<file path="config.mk">
export PLATFORM = sky130hd
export DESIGN_NAME = ctbc_top
export DESIGN_NICKNAME = d
export VERILOG_FILES = /design/src/ctbc_pkg.sv /design/src/ctbc_edge.sv /design/src/ctbc_div.sv /design/src/ctbc_top.sv
export SDC_FILE = /design/constraint.sdc
export NUM_CORES = 1
export LEC_CHECK = 0
export CAP_MARGIN = 15
export CORE_AREA = 8 8 87 89
export CTS_CLUSTER_DIAMETER = 80
export DETAILED_ROUTE_END_ITERATION = 8
export DIE_AREA = 0 0 95 97
export DONT_BUFFER_PORTS = 1
export HOLD_SLACK_MARGIN = 0.08
export PLACE_DENSITY = 0.79
export SYNTH_ARGS = -nofsm -noshare
export SYNTH_HDL_FRONTEND = slang
export SYNTH_SLANG_ARGS = --single-unit
export TNS_END_PERCENT = 100
</file>
<file path="constraint.sdc">
create_clock -name ref_clk -period 3.25 [get_ports ref_clk]
set_input_delay 0.1625 -clock ref_clk [delete_from_list [all_inputs] [get_ports ref_clk]]
set_output_delay 0.1625 -clock ref_clk [all_outputs]
set_load 0.02 [all_outputs]
</file>
<file path="src/ctbc_pkg.sv">
// Package with register map, field positions, reset values and timing counts of the clock and time base block.
// Function
// - Two-bit system clock select: main/2, main/4, main/64, alternate/2; code uses time base/2 there, main/256 when time base source is main.
// - A system reset selects main oscillator divided by 64.
// - Clearing main enable stops oscillator, presets prescaler and power-on counter to 0x78.
// - Setting main enable restarts oscillator; ready flag set after 8072 counts.
// - Main ready flag read-only, cleared by power-on or disable.
// - Alternate ready flag read-only, set after 8072 time base counts, then sticky.
// - Alternate oscillator always runs and may feed system clock and time base.
// - Power-on loads the 14-bit time base prescaler with 0x78.
// - Time base source bit: 1 main/128, 0 alternate; resets to 0.
// - Time base source bit accepts only one write after each reset.
// - Time base provides LCD, real-time interrupt and watchdog clocks.
// - LCD clock: main/8192 or /16384, alternate/64 or /128.
// - Timer 2 rate field divides system clock by 1, 4, 32 or 256.
// - Timer 2 prescaled clock is offered to gate the timer 2 event input.
// - Option map bit selects option memory map when 1.
package ctbc_pkg;
  localparam logic [7:0]  ADDR_TBC         = 8'h10;
  localparam logic [7:0]  ADDR_MISC        = 8'h11;
  localparam logic [7:0]  ADDR_IRQ_STATUS  = 8'h12;
  localparam logic [7:0]  ADDR_IRQ_MASK    = 8'h13;
  localparam int          TBC_SRC_BIT      = 7;
  localparam int          TBC_LCD_BIT      = 5;
  localparam int          TBC_RATE_HI      = 1;
  localparam int          TBC_RATE_LO      = 0;
  localparam logic [7:0]  TBC_WMASK        = 8'hA3;
  localparam int          MISC_SYS_HI      = 7;
  localparam int          MISC_SYS_LO      = 6;
  localparam int          MISC_MAIN_RDY    = 5;
  localparam int          MISC_ALT_RDY     = 4;
  localparam int          MISC_MAIN_EN     = 3;
  localparam int          MISC_OPT_MAP     = 2;
  localparam logic [1:0]  SYS_MAIN_DIV2    = 2'h0;
  localparam logic [1:0]  SYS_MAIN_DIV4    = 2'h1;
  localparam logic [1:0]  SYS_MAIN_DIV64   = 2'h2;
  localparam logic [1:0]  SYS_ALT_DIV2     = 2'h3;
  localparam logic [7:0]  TBC_RESET        = 8'h00;
  localparam logic [13:0] PRESET_VALUE     = 14'h0078;
  localparam logic [13:0] STARTUP_COUNTS   = 14'h1F88;
  localparam int          IRQ_MAIN_RDY     = 0;
  localparam int          IRQ_ALT_RDY      = 1;
  localparam int          MAIN_DIV128_BIT  = 6;
  localparam int          ALT_DIV_SEL_BIT  = 6;
  localparam int          TB_LCD_MAIN_LO   = 5;
  localparam int          TB_LCD_ALT_LO    = 5;
endpackage : ctbc_pkg

</file>
<file path="src/ctbc_edge.sv">
// Rising edge pulse generator for an internal divided clock level.
module ctbc_edge (
  // Clock and reset
  input  wire logic ref_clk,
  input  wire logic resetn,
  // Level in, pulse out
  input  wire logic lvl,
  output logic      pulse
);
  logic lvl_ff;
  always_ff @(posedge ref_clk or negedge resetn) begin
    if (!resetn) begin
      lvl_ff <= 1'b0;
    end else begin
      lvl_ff <= lvl;
    end
  end
  assign pulse = lvl & ~lvl_ff;
endmodule : ctbc_edge

</file>
<file path="src/ctbc_div.sv">
// Free running binary divider advanced by an enable pulse, with synchronous preset.
module ctbc_div #(
  parameter int W = 14
) (
  // Clock and reset
  input  wire logic         ref_clk,
  input  wire logic         resetn,
  // Control
  input  wire logic         tick,
  input  wire logic         load,
  input  wire logic [W-1:0] load_val,
  // Count
  output logic [W-1:0]      cnt
);
  logic [W-1:0] cnt_ff;
  always_ff @(posedge ref_clk or negedge resetn) begin
    if (!resetn) begin
      cnt_ff <= '0;
    end else if (load) begin
      cnt_ff <= load_val;
    end else if (tick) begin
      cnt_ff <= cnt_ff + 1'b1;
    end
  end
  assign cnt = cnt_ff;
endmodule : ctbc_div

</file>
<file path="src/ctbc_top.sv">
// Clock selection, oscillator start-up and time base control with an Avalon-MM register slave.
module ctbc_top (
  // Clock and resets
  input  wire logic       ref_clk,
  input  wire logic       resetn,
  input  wire logic       por_n,
  // Oscillator ticks, one ref_clk cycle per oscillator edge
  input  wire logic       main_osc_tick,
  input  wire logic       alt_osc_tick,
  // Avalon-MM slave
  input  wire logic [7:0] avs_address,
  input  wire logic       avs_read,
  input  wire logic       avs_write,
  input  wire logic [7:0] avs_writedata,
  output logic [7:0]      avs_readdata,
  output logic            avs_waitrequest,
  // Clock enables and status out
  output logic            main_osc_run,
  output logic            sysclk_tick,
  output logic            tb_tick,
  output logic            lcd_clk_tick,
  output logic            tmr2_prescaled_clk,
  output logic            option_map_sel,
  output logic            irq
);
  logic [7:0]  tbc_ff;
  logic        src_written_ff;
  logic [1:0]  sys_sel_ff;
  logic        main_en_ff;
  logic        main_rdy_ff;
  logic        alt_rdy_ff;
  logic        opt_ff;
  logic [1:0]  ista_ff;
  logic [1:0]  imask_ff;
  logic        ack_ff;
  logic        waitreq_ff;
  logic [7:0]  rdata_ff;
  logic        por_seen_ff;
  logic        sys_ff;
  logic        tb_ff;
  logic        lcd_ff;
  logic        t2_ff;
  logic        irq_ff;
  logic [6:0]  sys_pre;
  logic [13:0] tb_pre;
  logic [13:0] por_cnt;
  logic [7:0]  t2_pre;
  logic [13:0] main_cnt_ff;
  logic [13:0] alt_cnt_ff;
  logic        main_tick_g;
  logic        sys_lvl;
  logic        tb_src_tick;
  logic        tb_pulse;
  logic        lcd_lvl;
  logic        t2_lvl;
  logic        sys_pulse;
  logic        wr;
  logic        rd;
  logic        osc_preset;
  logic        main_rdy_set;
  logic        alt_rdy_set;
  logic [1:0]  nxt_ista;
  logic [7:0]  nxt_rdata;

  function automatic logic hit(input logic [7:0] a, input logic [7:0] r);
    return a == r;
  endfunction : hit

  // One wait state: each access is completed on the cycle after it is seen.
  assign wr = avs_write & ~ack_ff;
  assign rd = avs_read & ~ack_ff;
  assign osc_preset = wr & hit(avs_address, ctbc_pkg::ADDR_MISC) & ~avs_writedata[ctbc_pkg::MISC_MAIN_EN];

  always_ff @(posedge ref_clk or negedge resetn) begin
    if (!resetn) begin
      ack_ff <= 1'b0;
    end else begin
      ack_ff <= (avs_read | avs_write) & ~ack_ff;
    end
  end

  // Waitrequest is kept as its own flop, the inverse of the next acknowledge, so the bus sees a register.
  always_ff @(posedge ref_clk or negedge resetn) begin
    if (!resetn) begin
      waitreq_ff <= 1'b1;
    end else begin
      waitreq_ff <= ~((avs_read | avs_write) & ~ack_ff);
    end
  end
  assign avs_waitrequest = waitreq_ff;

  // Main oscillator is gated by its enable.
  assign main_tick_g = main_osc_tick & main_en_ff;

  ctbc_div #(.W(7)) u_sys_pre (
    .ref_clk  (ref_clk),
    .resetn   (resetn),
    .tick     (main_tick_g),
    .load     (osc_preset),
    .load_val (ctbc_pkg::PRESET_VALUE[6:0]),
    .cnt      (sys_pre)
  );

  // Power-on counter counts main ticks up from its preset until main ready; readiness itself is timed by main_cnt_ff from the enable.
  ctbc_div #(.W(14)) u_por_cnt (
    .ref_clk  (ref_clk),
    .resetn   (resetn),
    .tick     (main_tick_g & ~main_rdy_ff),
    .load     (osc_preset | ~por_seen_ff),
    .load_val (ctbc_pkg::PRESET_VALUE),
    .cnt      (por_cnt)
  );

  // Time base source: main/128 edge or the alternate oscillator tick.
  assign tb_src_tick = tbc_ff[ctbc_pkg::TBC_SRC_BIT] ?
                       (main_tick_g & (sys_pre == 7'h7F)) : alt_osc_tick;

  ctbc_div #(.W(14)) u_tb_pre (
    .ref_clk  (ref_clk),
    .resetn   (resetn),
    .tick     (tb_src_tick),
    .load     (~por_seen_ff),
    .load_val (ctbc_pkg::PRESET_VALUE),
    .cnt      (tb_pre)
  );

  // Timer 2 prescaler runs from system clock edges.
  ctbc_div #(.W(8)) u_t2_pre (
    .ref_clk  (ref_clk),
    .resetn   (resetn),
    .tick     (sys_pulse),
    .load     (1'b0),
    .load_val (8'h00),
    .cnt      (t2_pre)
  );

  // Power-on latch: lets the time base prescaler and power-on counter take their preset once after power is applied.
  always_ff @(posedge ref_clk or negedge por_n) begin
    if (!por_n) begin
      por_seen_ff <= 1'b0;
    end else begin
      por_seen_ff <= 1'b1;
    end
  end

  // Start-up counts measured from enable or power-on, not from the preset value.
  always_ff @(posedge ref_clk or negedge resetn) begin
    if (!resetn) begin
      main_cnt_ff <= 14'h0000;
    end else if (osc_preset || !main_en_ff) begin
      main_cnt_ff <= 14'h0000;
    end else if (main_tick_g && main_cnt_ff != ctbc_pkg::STARTUP_COUNTS) begin
      main_cnt_ff <= main_cnt_ff + 14'h0001;
    end
  end

  always_ff @(posedge ref_clk or negedge por_n) begin
    if (!por_n) begin
      alt_cnt_ff <= 14'h0000;
    end else if (tb_src_tick && alt_cnt_ff != ctbc_pkg::STARTUP_COUNTS) begin
      alt_cnt_ff <= alt_cnt_ff + 14'h0001;
    end
  end

  assign main_rdy_set = main_en_ff & (main_cnt_ff == ctbc_pkg::STARTUP_COUNTS);
  assign alt_rdy_set = (alt_cnt_ff == ctbc_pkg::STARTUP_COUNTS);

  // Main ready is cleared only by power-on or by disabling the oscillator.
  // Disabling wins over a count match in the same cycle, since the count is stale then.
  always_ff @(posedge ref_clk or negedge por_n) begin
    if (!por_n) begin
      main_rdy_ff <= 1'b0;
    end else if (osc_preset) begin
      main_rdy_ff <= 1'b0;
    end else if (main_rdy_set) begin
      main_rdy_ff <= 1'b1;
    end
  end

  // Alternate ready stays set until power is removed.
  always_ff @(posedge ref_clk or negedge por_n) begin
    if (!por_n) begin
      alt_rdy_ff <= 1'b0;
    end else if (alt_rdy_set) begin
      alt_rdy_ff <= 1'b1;
    end
  end

  // Main enable also lives across system resets, since power-on starts the oscillator.
  always_ff @(posedge ref_clk or negedge por_n) begin
    if (!por_n) begin
      main_en_ff <= 1'b1;
    end else if (wr && hit(avs_address, ctbc_pkg::ADDR_MISC)) begin
      main_en_ff <= avs_writedata[ctbc_pkg::MISC_MAIN_EN];
    end
  end

  // Miscellaneous control bits.
  always_ff @(posedge ref_clk or negedge resetn) begin
    if (!resetn) begin
      sys_sel_ff <= ctbc_pkg::SYS_MAIN_DIV64;
      opt_ff     <= 1'b0;
    end else if (wr && hit(avs_address, ctbc_pkg::ADDR_MISC)) begin
      sys_sel_ff <= {avs_writedata[ctbc_pkg::MISC_SYS_HI], avs_writedata[ctbc_pkg::MISC_SYS_LO]};
      opt_ff     <= avs_writedata[ctbc_pkg::MISC_OPT_MAP];
    end
  end

  // Time base control with one-shot source select.
  always_ff @(posedge ref_clk or negedge resetn) begin
    if (!resetn) begin
      tbc_ff         <= ctbc_pkg::TBC_RESET;
      src_written_ff <= 1'b0;
    end else if (wr && hit(avs_address, ctbc_pkg::ADDR_TBC)) begin
      tbc_ff[ctbc_pkg::TBC_LCD_BIT] <= avs_writedata[ctbc_pkg::TBC_LCD_BIT];
      tbc_ff[ctbc_pkg::TBC_RATE_HI] <= avs_writedata[ctbc_pkg::TBC_RATE_HI];
      tbc_ff[ctbc_pkg::TBC_RATE_LO] <= avs_writedata[ctbc_pkg::TBC_RATE_LO];
      src_written_ff                <= 1'b1;
      if (!src_written_ff) begin
        tbc_ff[ctbc_pkg::TBC_SRC_BIT] <= avs_writedata[ctbc_pkg::TBC_SRC_BIT];
      end
    end
  end

  // System clock level from the selected prescaler tap.
  always_comb begin
    case (sys_sel_ff)
      ctbc_pkg::SYS_MAIN_DIV2:  sys_lvl = sys_pre[0];
      ctbc_pkg::SYS_MAIN_DIV4:  sys_lvl = sys_pre[1];
      ctbc_pkg::SYS_MAIN_DIV64: sys_lvl = sys_pre[5];
      ctbc_pkg::SYS_ALT_DIV2:   sys_lvl = tb_pre[0];
      default:                  sys_lvl = sys_pre[5];
    endcase
  end

  ctbc_edge u_sys_edge (
    .ref_clk (ref_clk),
    .resetn  (resetn),
    .lvl     (sys_lvl),
    .pulse   (sys_pulse)
  );

  ctbc_edge u_tb_edge (
    .ref_clk (ref_clk),
    .resetn  (resetn),
    .lvl     (tb_pre[0]),
    .pulse   (tb_pulse)
  );

  // LCD clock: main/2^13 is tb bit 5 of main/128; alternate/2^6 is tb bit 5.
  assign lcd_lvl = tbc_ff[ctbc_pkg::TBC_LCD_BIT] ? tb_pre[ctbc_pkg::TB_LCD_MAIN_LO + 1]
                                                 : tb_pre[ctbc_pkg::TB_LCD_ALT_LO];

  always_comb begin
    case (tbc_ff[ctbc_pkg::TBC_RATE_HI:ctbc_pkg::TBC_RATE_LO])
      2'h0:    t2_lvl = sys_pulse;
      2'h1:    t2_lvl = sys_pulse & (t2_pre[1:0] == 2'h3);
      2'h2:    t2_lvl = sys_pulse & (t2_pre[4:0] == 5'h1F);
      2'h3:    t2_lvl = sys_pulse & (t2_pre == 8'hFF);
      default: t2_lvl = sys_pulse;
    endcase
  end

  // The time base tick marks each rise of the first time base stage, so it runs at half the source rate.
  // Registered clock enables out.
  always_ff @(posedge ref_clk or negedge resetn) begin
    if (!resetn) begin
      sys_ff <= 1'b0;
      tb_ff  <= 1'b0;
      lcd_ff <= 1'b0;
      t2_ff  <= 1'b0;
    end else begin
      sys_ff <= sys_pulse;
      tb_ff  <= tb_pulse;
      lcd_ff <= lcd_lvl;
      t2_ff  <= t2_lvl;
    end
  end

  // Ready events are sticky; a read clears them but a same-cycle set wins.
  always_comb begin
    nxt_ista = ista_ff;
    if (rd && hit(avs_address, ctbc_pkg::ADDR_IRQ_STATUS)) begin
      nxt_ista = 2'h0;
    end
    if (main_rdy_set && !main_rdy_ff) begin
      nxt_ista[ctbc_pkg::IRQ_MAIN_RDY] = 1'b1;
    end
    if (alt_rdy_set && !alt_rdy_ff) begin
      nxt_ista[ctbc_pkg::IRQ_ALT_RDY] = 1'b1;
    end
  end

  always_ff @(posedge ref_clk or negedge resetn) begin
    if (!resetn) begin
      ista_ff  <= 2'h0;
      imask_ff <= 2'h0;
      irq_ff   <= 1'b0;
    end else begin
      ista_ff <= nxt_ista;
      irq_ff  <= |(nxt_ista & imask_ff);
      if (wr && hit(avs_address, ctbc_pkg::ADDR_IRQ_MASK)) begin
        imask_ff <= avs_writedata[1:0];
      end
    end
  end

  // Read data mux; unmapped addresses read zero.
  always_comb begin
    nxt_rdata = 8'h00;
    if (hit(avs_address, ctbc_pkg::ADDR_TBC)) begin
      nxt_rdata = tbc_ff & ctbc_pkg::TBC_WMASK;
    end else if (hit(avs_address, ctbc_pkg::ADDR_MISC)) begin
      nxt_rdata[ctbc_pkg::MISC_SYS_HI]   = sys_sel_ff[1];
      nxt_rdata[ctbc_pkg::MISC_SYS_LO]   = sys_sel_ff[0];
      nxt_rdata[ctbc_pkg::MISC_MAIN_RDY] = main_rdy_ff;
      nxt_rdata[ctbc_pkg::MISC_ALT_RDY]  = alt_rdy_ff;
      nxt_rdata[ctbc_pkg::MISC_MAIN_EN]  = main_en_ff;
      nxt_rdata[ctbc_pkg::MISC_OPT_MAP]  = opt_ff;
    end else if (hit(avs_address, ctbc_pkg::ADDR_IRQ_STATUS)) begin
      nxt_rdata = {6'h00, ista_ff};
    end else if (hit(avs_address, ctbc_pkg::ADDR_IRQ_MASK)) begin
      nxt_rdata = {6'h00, imask_ff};
    end
  end

  always_ff @(posedge ref_clk or negedge resetn) begin
    if (!resetn) begin
      rdata_ff <= 8'h00;
    end else if (rd) begin
      rdata_ff <= nxt_rdata;
    end
  end

  // Every output below is driven straight from a register.
  assign avs_readdata       = rdata_ff;
  assign main_osc_run       = main_en_ff;
  assign sysclk_tick        = sys_ff;
  assign tb_tick            = tb_ff;
  assign lcd_clk_tick       = lcd_ff;
  assign tmr2_prescaled_clk = t2_ff;
  assign option_map_sel     = opt_ff;
  assign irq                = irq_ff;
endmodule : ctbc_top

</file>
==> reports/metrics.yaml <==
setup_path:
  worstSetupEndpointType: "register"
  critPathKind: "in2reg"
  path_buf_inv: 3
  crit_chain: "dlygate4sd3_1, nor4b_4, dlygate4sd3_1, nand2_1, o31ai_1, dlygate4sd3_1"
  cpPeakStageDelay_ns: 0.62
  critPathTopFamily: "buffers and inverters"
  slowest_stage: "dlygate4sd3_1"
  crit_fanout: 6
  cp_common_cell: "dlygate4sd3_1"
  cp.required_ns: 3.54
  crit_path_start_kind: "input port"
  crit_arrival_ns: 2.77
floorplan:
  initial_core_util_pct: 62.6
  die_h_um: 97
  rows: 29
  die_x_um: 95
  die-area_mm2: 0.00922
  core_region_area_mm2: 0.00620
  pin_count: 39
grt:
  grt_antenna_before_repair: 0
  gr-total-overflow: 0
  grt_usage_pct: 17.7
  grt_max_degree: 66
  grt_pass1_wl_mm: 12.9
  grt_pass1_vias: 2716
finish:
  nets: 394
  drive_above_1_share_pct: 13.6
  n_fill_cell: 427
  mostFrequentLayoutCells: "dfrtp_1, nand2_1, xnor2_1"
  syn_to_final_growth_pct: 11.9
  final_common_cell: "dfrtp_1"
  n_antenna_cell: 0
  fin_util_pct: 70.1
  finalNonFillerCells: 445
drt:
  avgRoutedWirePerCell_um: 17.1
  routed_via_density: 5.90
  dr_total_vias: 2626
  ant_nets: 0
  drtPass1Iterations: 6
  route.detailed.drc: 0
  drt_iter0_markers: 99
  wl_mm: 7.59
yosys:
  synth_top_area_share_pct: 51.5
  yosysTopAreaCell: "dfrtp_1"
  synth_area_mm2: 0.00388
  synth-seq-area-share_pct: 53.6
  synth_area_leaders: "dfrtp_1, xnor2_1, mux2_2"
  ys_warn_count: 0
  synth_flop_cell: "dfrtp_1"
  avgSynthCellArea_um2: 11.4
  ys_seq_elements: 83
  synth_cell_types: 47
  synth_fp_nets: 373
  synth_edf_count: 0
  syn_inst: 342
  postSynth.asyncResetShare_pct: 100
cts:
  clkTransAtPathRegs_ns: 0.08
  clkLatencyLatePin_ns: 0.35
  cts_made_buffers: 9
  cts_tree: "built"
  h-tree-depth: 3
  root_buffer: "clkbuf_8"
  cts.path.max_buffers: 2
  cts_sinks: 83
sta:
  skew_ns: 0.00883
  setup-violations-final: 0
  timing.final.crit_share_pct: 76.2
  rsz0062_at_grt: "no"
  max_freq_ghz: 0.404
  slew_viol_final: 0
  hold_violations: 0
  slew_headroom_pct: 46.2
  setup_tns_ns: 0
  post-route-min-period_ns: 2.48
  max_slew.worst_pin.slew_ns: 0.804
placed_design:
  place_hpwl_mm: 5.16
  post-place-cells: 411
  place_congestion: 0.790
  port_buffers: 0
power:
  leakage_uw: 0.00195
  irDropWorstVdd_mv: 0.307
  powerDensity_mw_per_mm2: 543
worst_hold_path:
  worstHoldPathType: "in2reg"
run_status:
  outcome: "complete, no violations"
job:
  maxCapViolations: 0
[area by class of cell]
type                       count  area [um2]  area share [%]
multi-input combinational    242        1730            39.7
clock inverter                 5        77.6            1.78
sequential                    83        2080            47.9
clock buffer                  11         131            3.02
timing repair buffer          19         205            4.72
inverter                       8        30.0           0.691
tap                           77        96.3            2.22
[worst paths after layout]
path / slack (ns) / start / endpoint / cells after the start
max: 0.77 / avs_address[3] / avs_readdata[7]$_DFFE_PN0P_ / 6
min: 0.13 / avs_address[1] / ista_ff[0]$_DFF_PN0_ / 2
max reg2reg: 0.90 / main_osc_run$_DFFE_PN1N_ / alt_cnt_ff[5]$_DFFE_PN0P_ / 5
min reg2reg: 0.40 / u_tb_edge.lvl_ff$_DFF_PN0_ / tb_tick$_DFF_PN0_ / 1
max in group asynchronous: 2.41 / por_n / main_rdy_ff$_DFFE_PN0P_ / 1
min in group asynchronous: 0.34 / resetn / u_t2_pre.cnt[2]$_DFFE_PN0P_ / 2
[per-stage QoR]
step	hold slack (ns)	cell area [um2]	power, uW	worst slack [ns]
finish	0.128	4350	2360	0.772
global route	0.133	4350	2480	0.646
CTS	0.108	4350	2390	0.859
detailed placement	-0.133	3940	1550	0.901
global placement	-0.132	3940	1530	0.965
floorplan	-0.133	3880	1480	1.42
[sequential cells by signal, summed over array words and instances (netlist names), 2 cells and up]
signal and count:
tbc_ff 4, ista_ff 2, u_t2_pre.cnt 8, sys_sel_ff 2, alt_cnt_ff 14, main_cnt_ff 14, avs_readdata 8, imask_ff 2
u_tb_pre.cnt 7, u_sys_pre.cnt 7
[synth_stat cells (3+ instances only)]
| master | n |
|---|---|
| nand4_1 | 21 |
| o21ai_0 | 6 |
| inv_1 | 8 |
| mux2_2 | 17 |
| nand2_1 | 32 |
| nor2_1 | 21 |
| ha_1 | 8 |
| dfrtp_1 | 80 |
| xor2_1 | 12 |
| a21oi_1 | 9 |
| xnor2_1 | 23 |
| and4_1 | 5 |
| dfstp_2 | 3 |
| and2_1 | 4 |
| a22o_1 | 5 |
| nor2b_1 | 8 |
| buf_2 | 5 |
| nand3_1 | 11 |
| nor3_1 | 3 |
| and3_1 | 16 |
| mux2i_1 | 5 |
| nand2b_1 | 6 |
[kinds of logic after synthesis]
family / synth area share [%]
simple gates: 21.5
flops: 53.6
xor+xnor: 7.89
compound gates: 5.61
mux: 6.80
buf+inv: 2.00
fa+ha+maj: 2.58
other cells: 0.0966
[power by group]
part | internal [uW] | leakage (uW) | switching [uW]
clock network | 431 | 0.000103 | 354
registers | 1140 | 0.00108 | 127
logic | 153 | 0.000769 | 151
[metal layers]
metal / wire, um / vias up / global-route usage [%] / part of all wire [%]
met1: 3340 / 1288 / 22.9 / 44
met4: 106 / 0 / 7.09 / 1.4
met5: 0 / - / 0 / 0
li1: - / 1253 / - / -
met3: 547 / 9 / 5.41 / 7.2
met2: 3590 / 76 / 26.9 / 47
[worst register-to-register path, delay by kind of cell, from the launching register on]
family                    cells  cell delay (ns)
AOI/OAI and AO/OA             1             0.75
DFF                           1             0.70
and+or+nand+nor               2             0.34
buffers and inverters         1             0.31
xor gates and xnor gates      1             0.15
[what timing repair did]
item | CTS | global route
hold endpoints to repair | 107 | 0
hold buffers | 18 | 0
resized for setup | 0 | 0
setup buffers | 0 | 0
No activity file was read; power rests on OpenSTA's default activity.
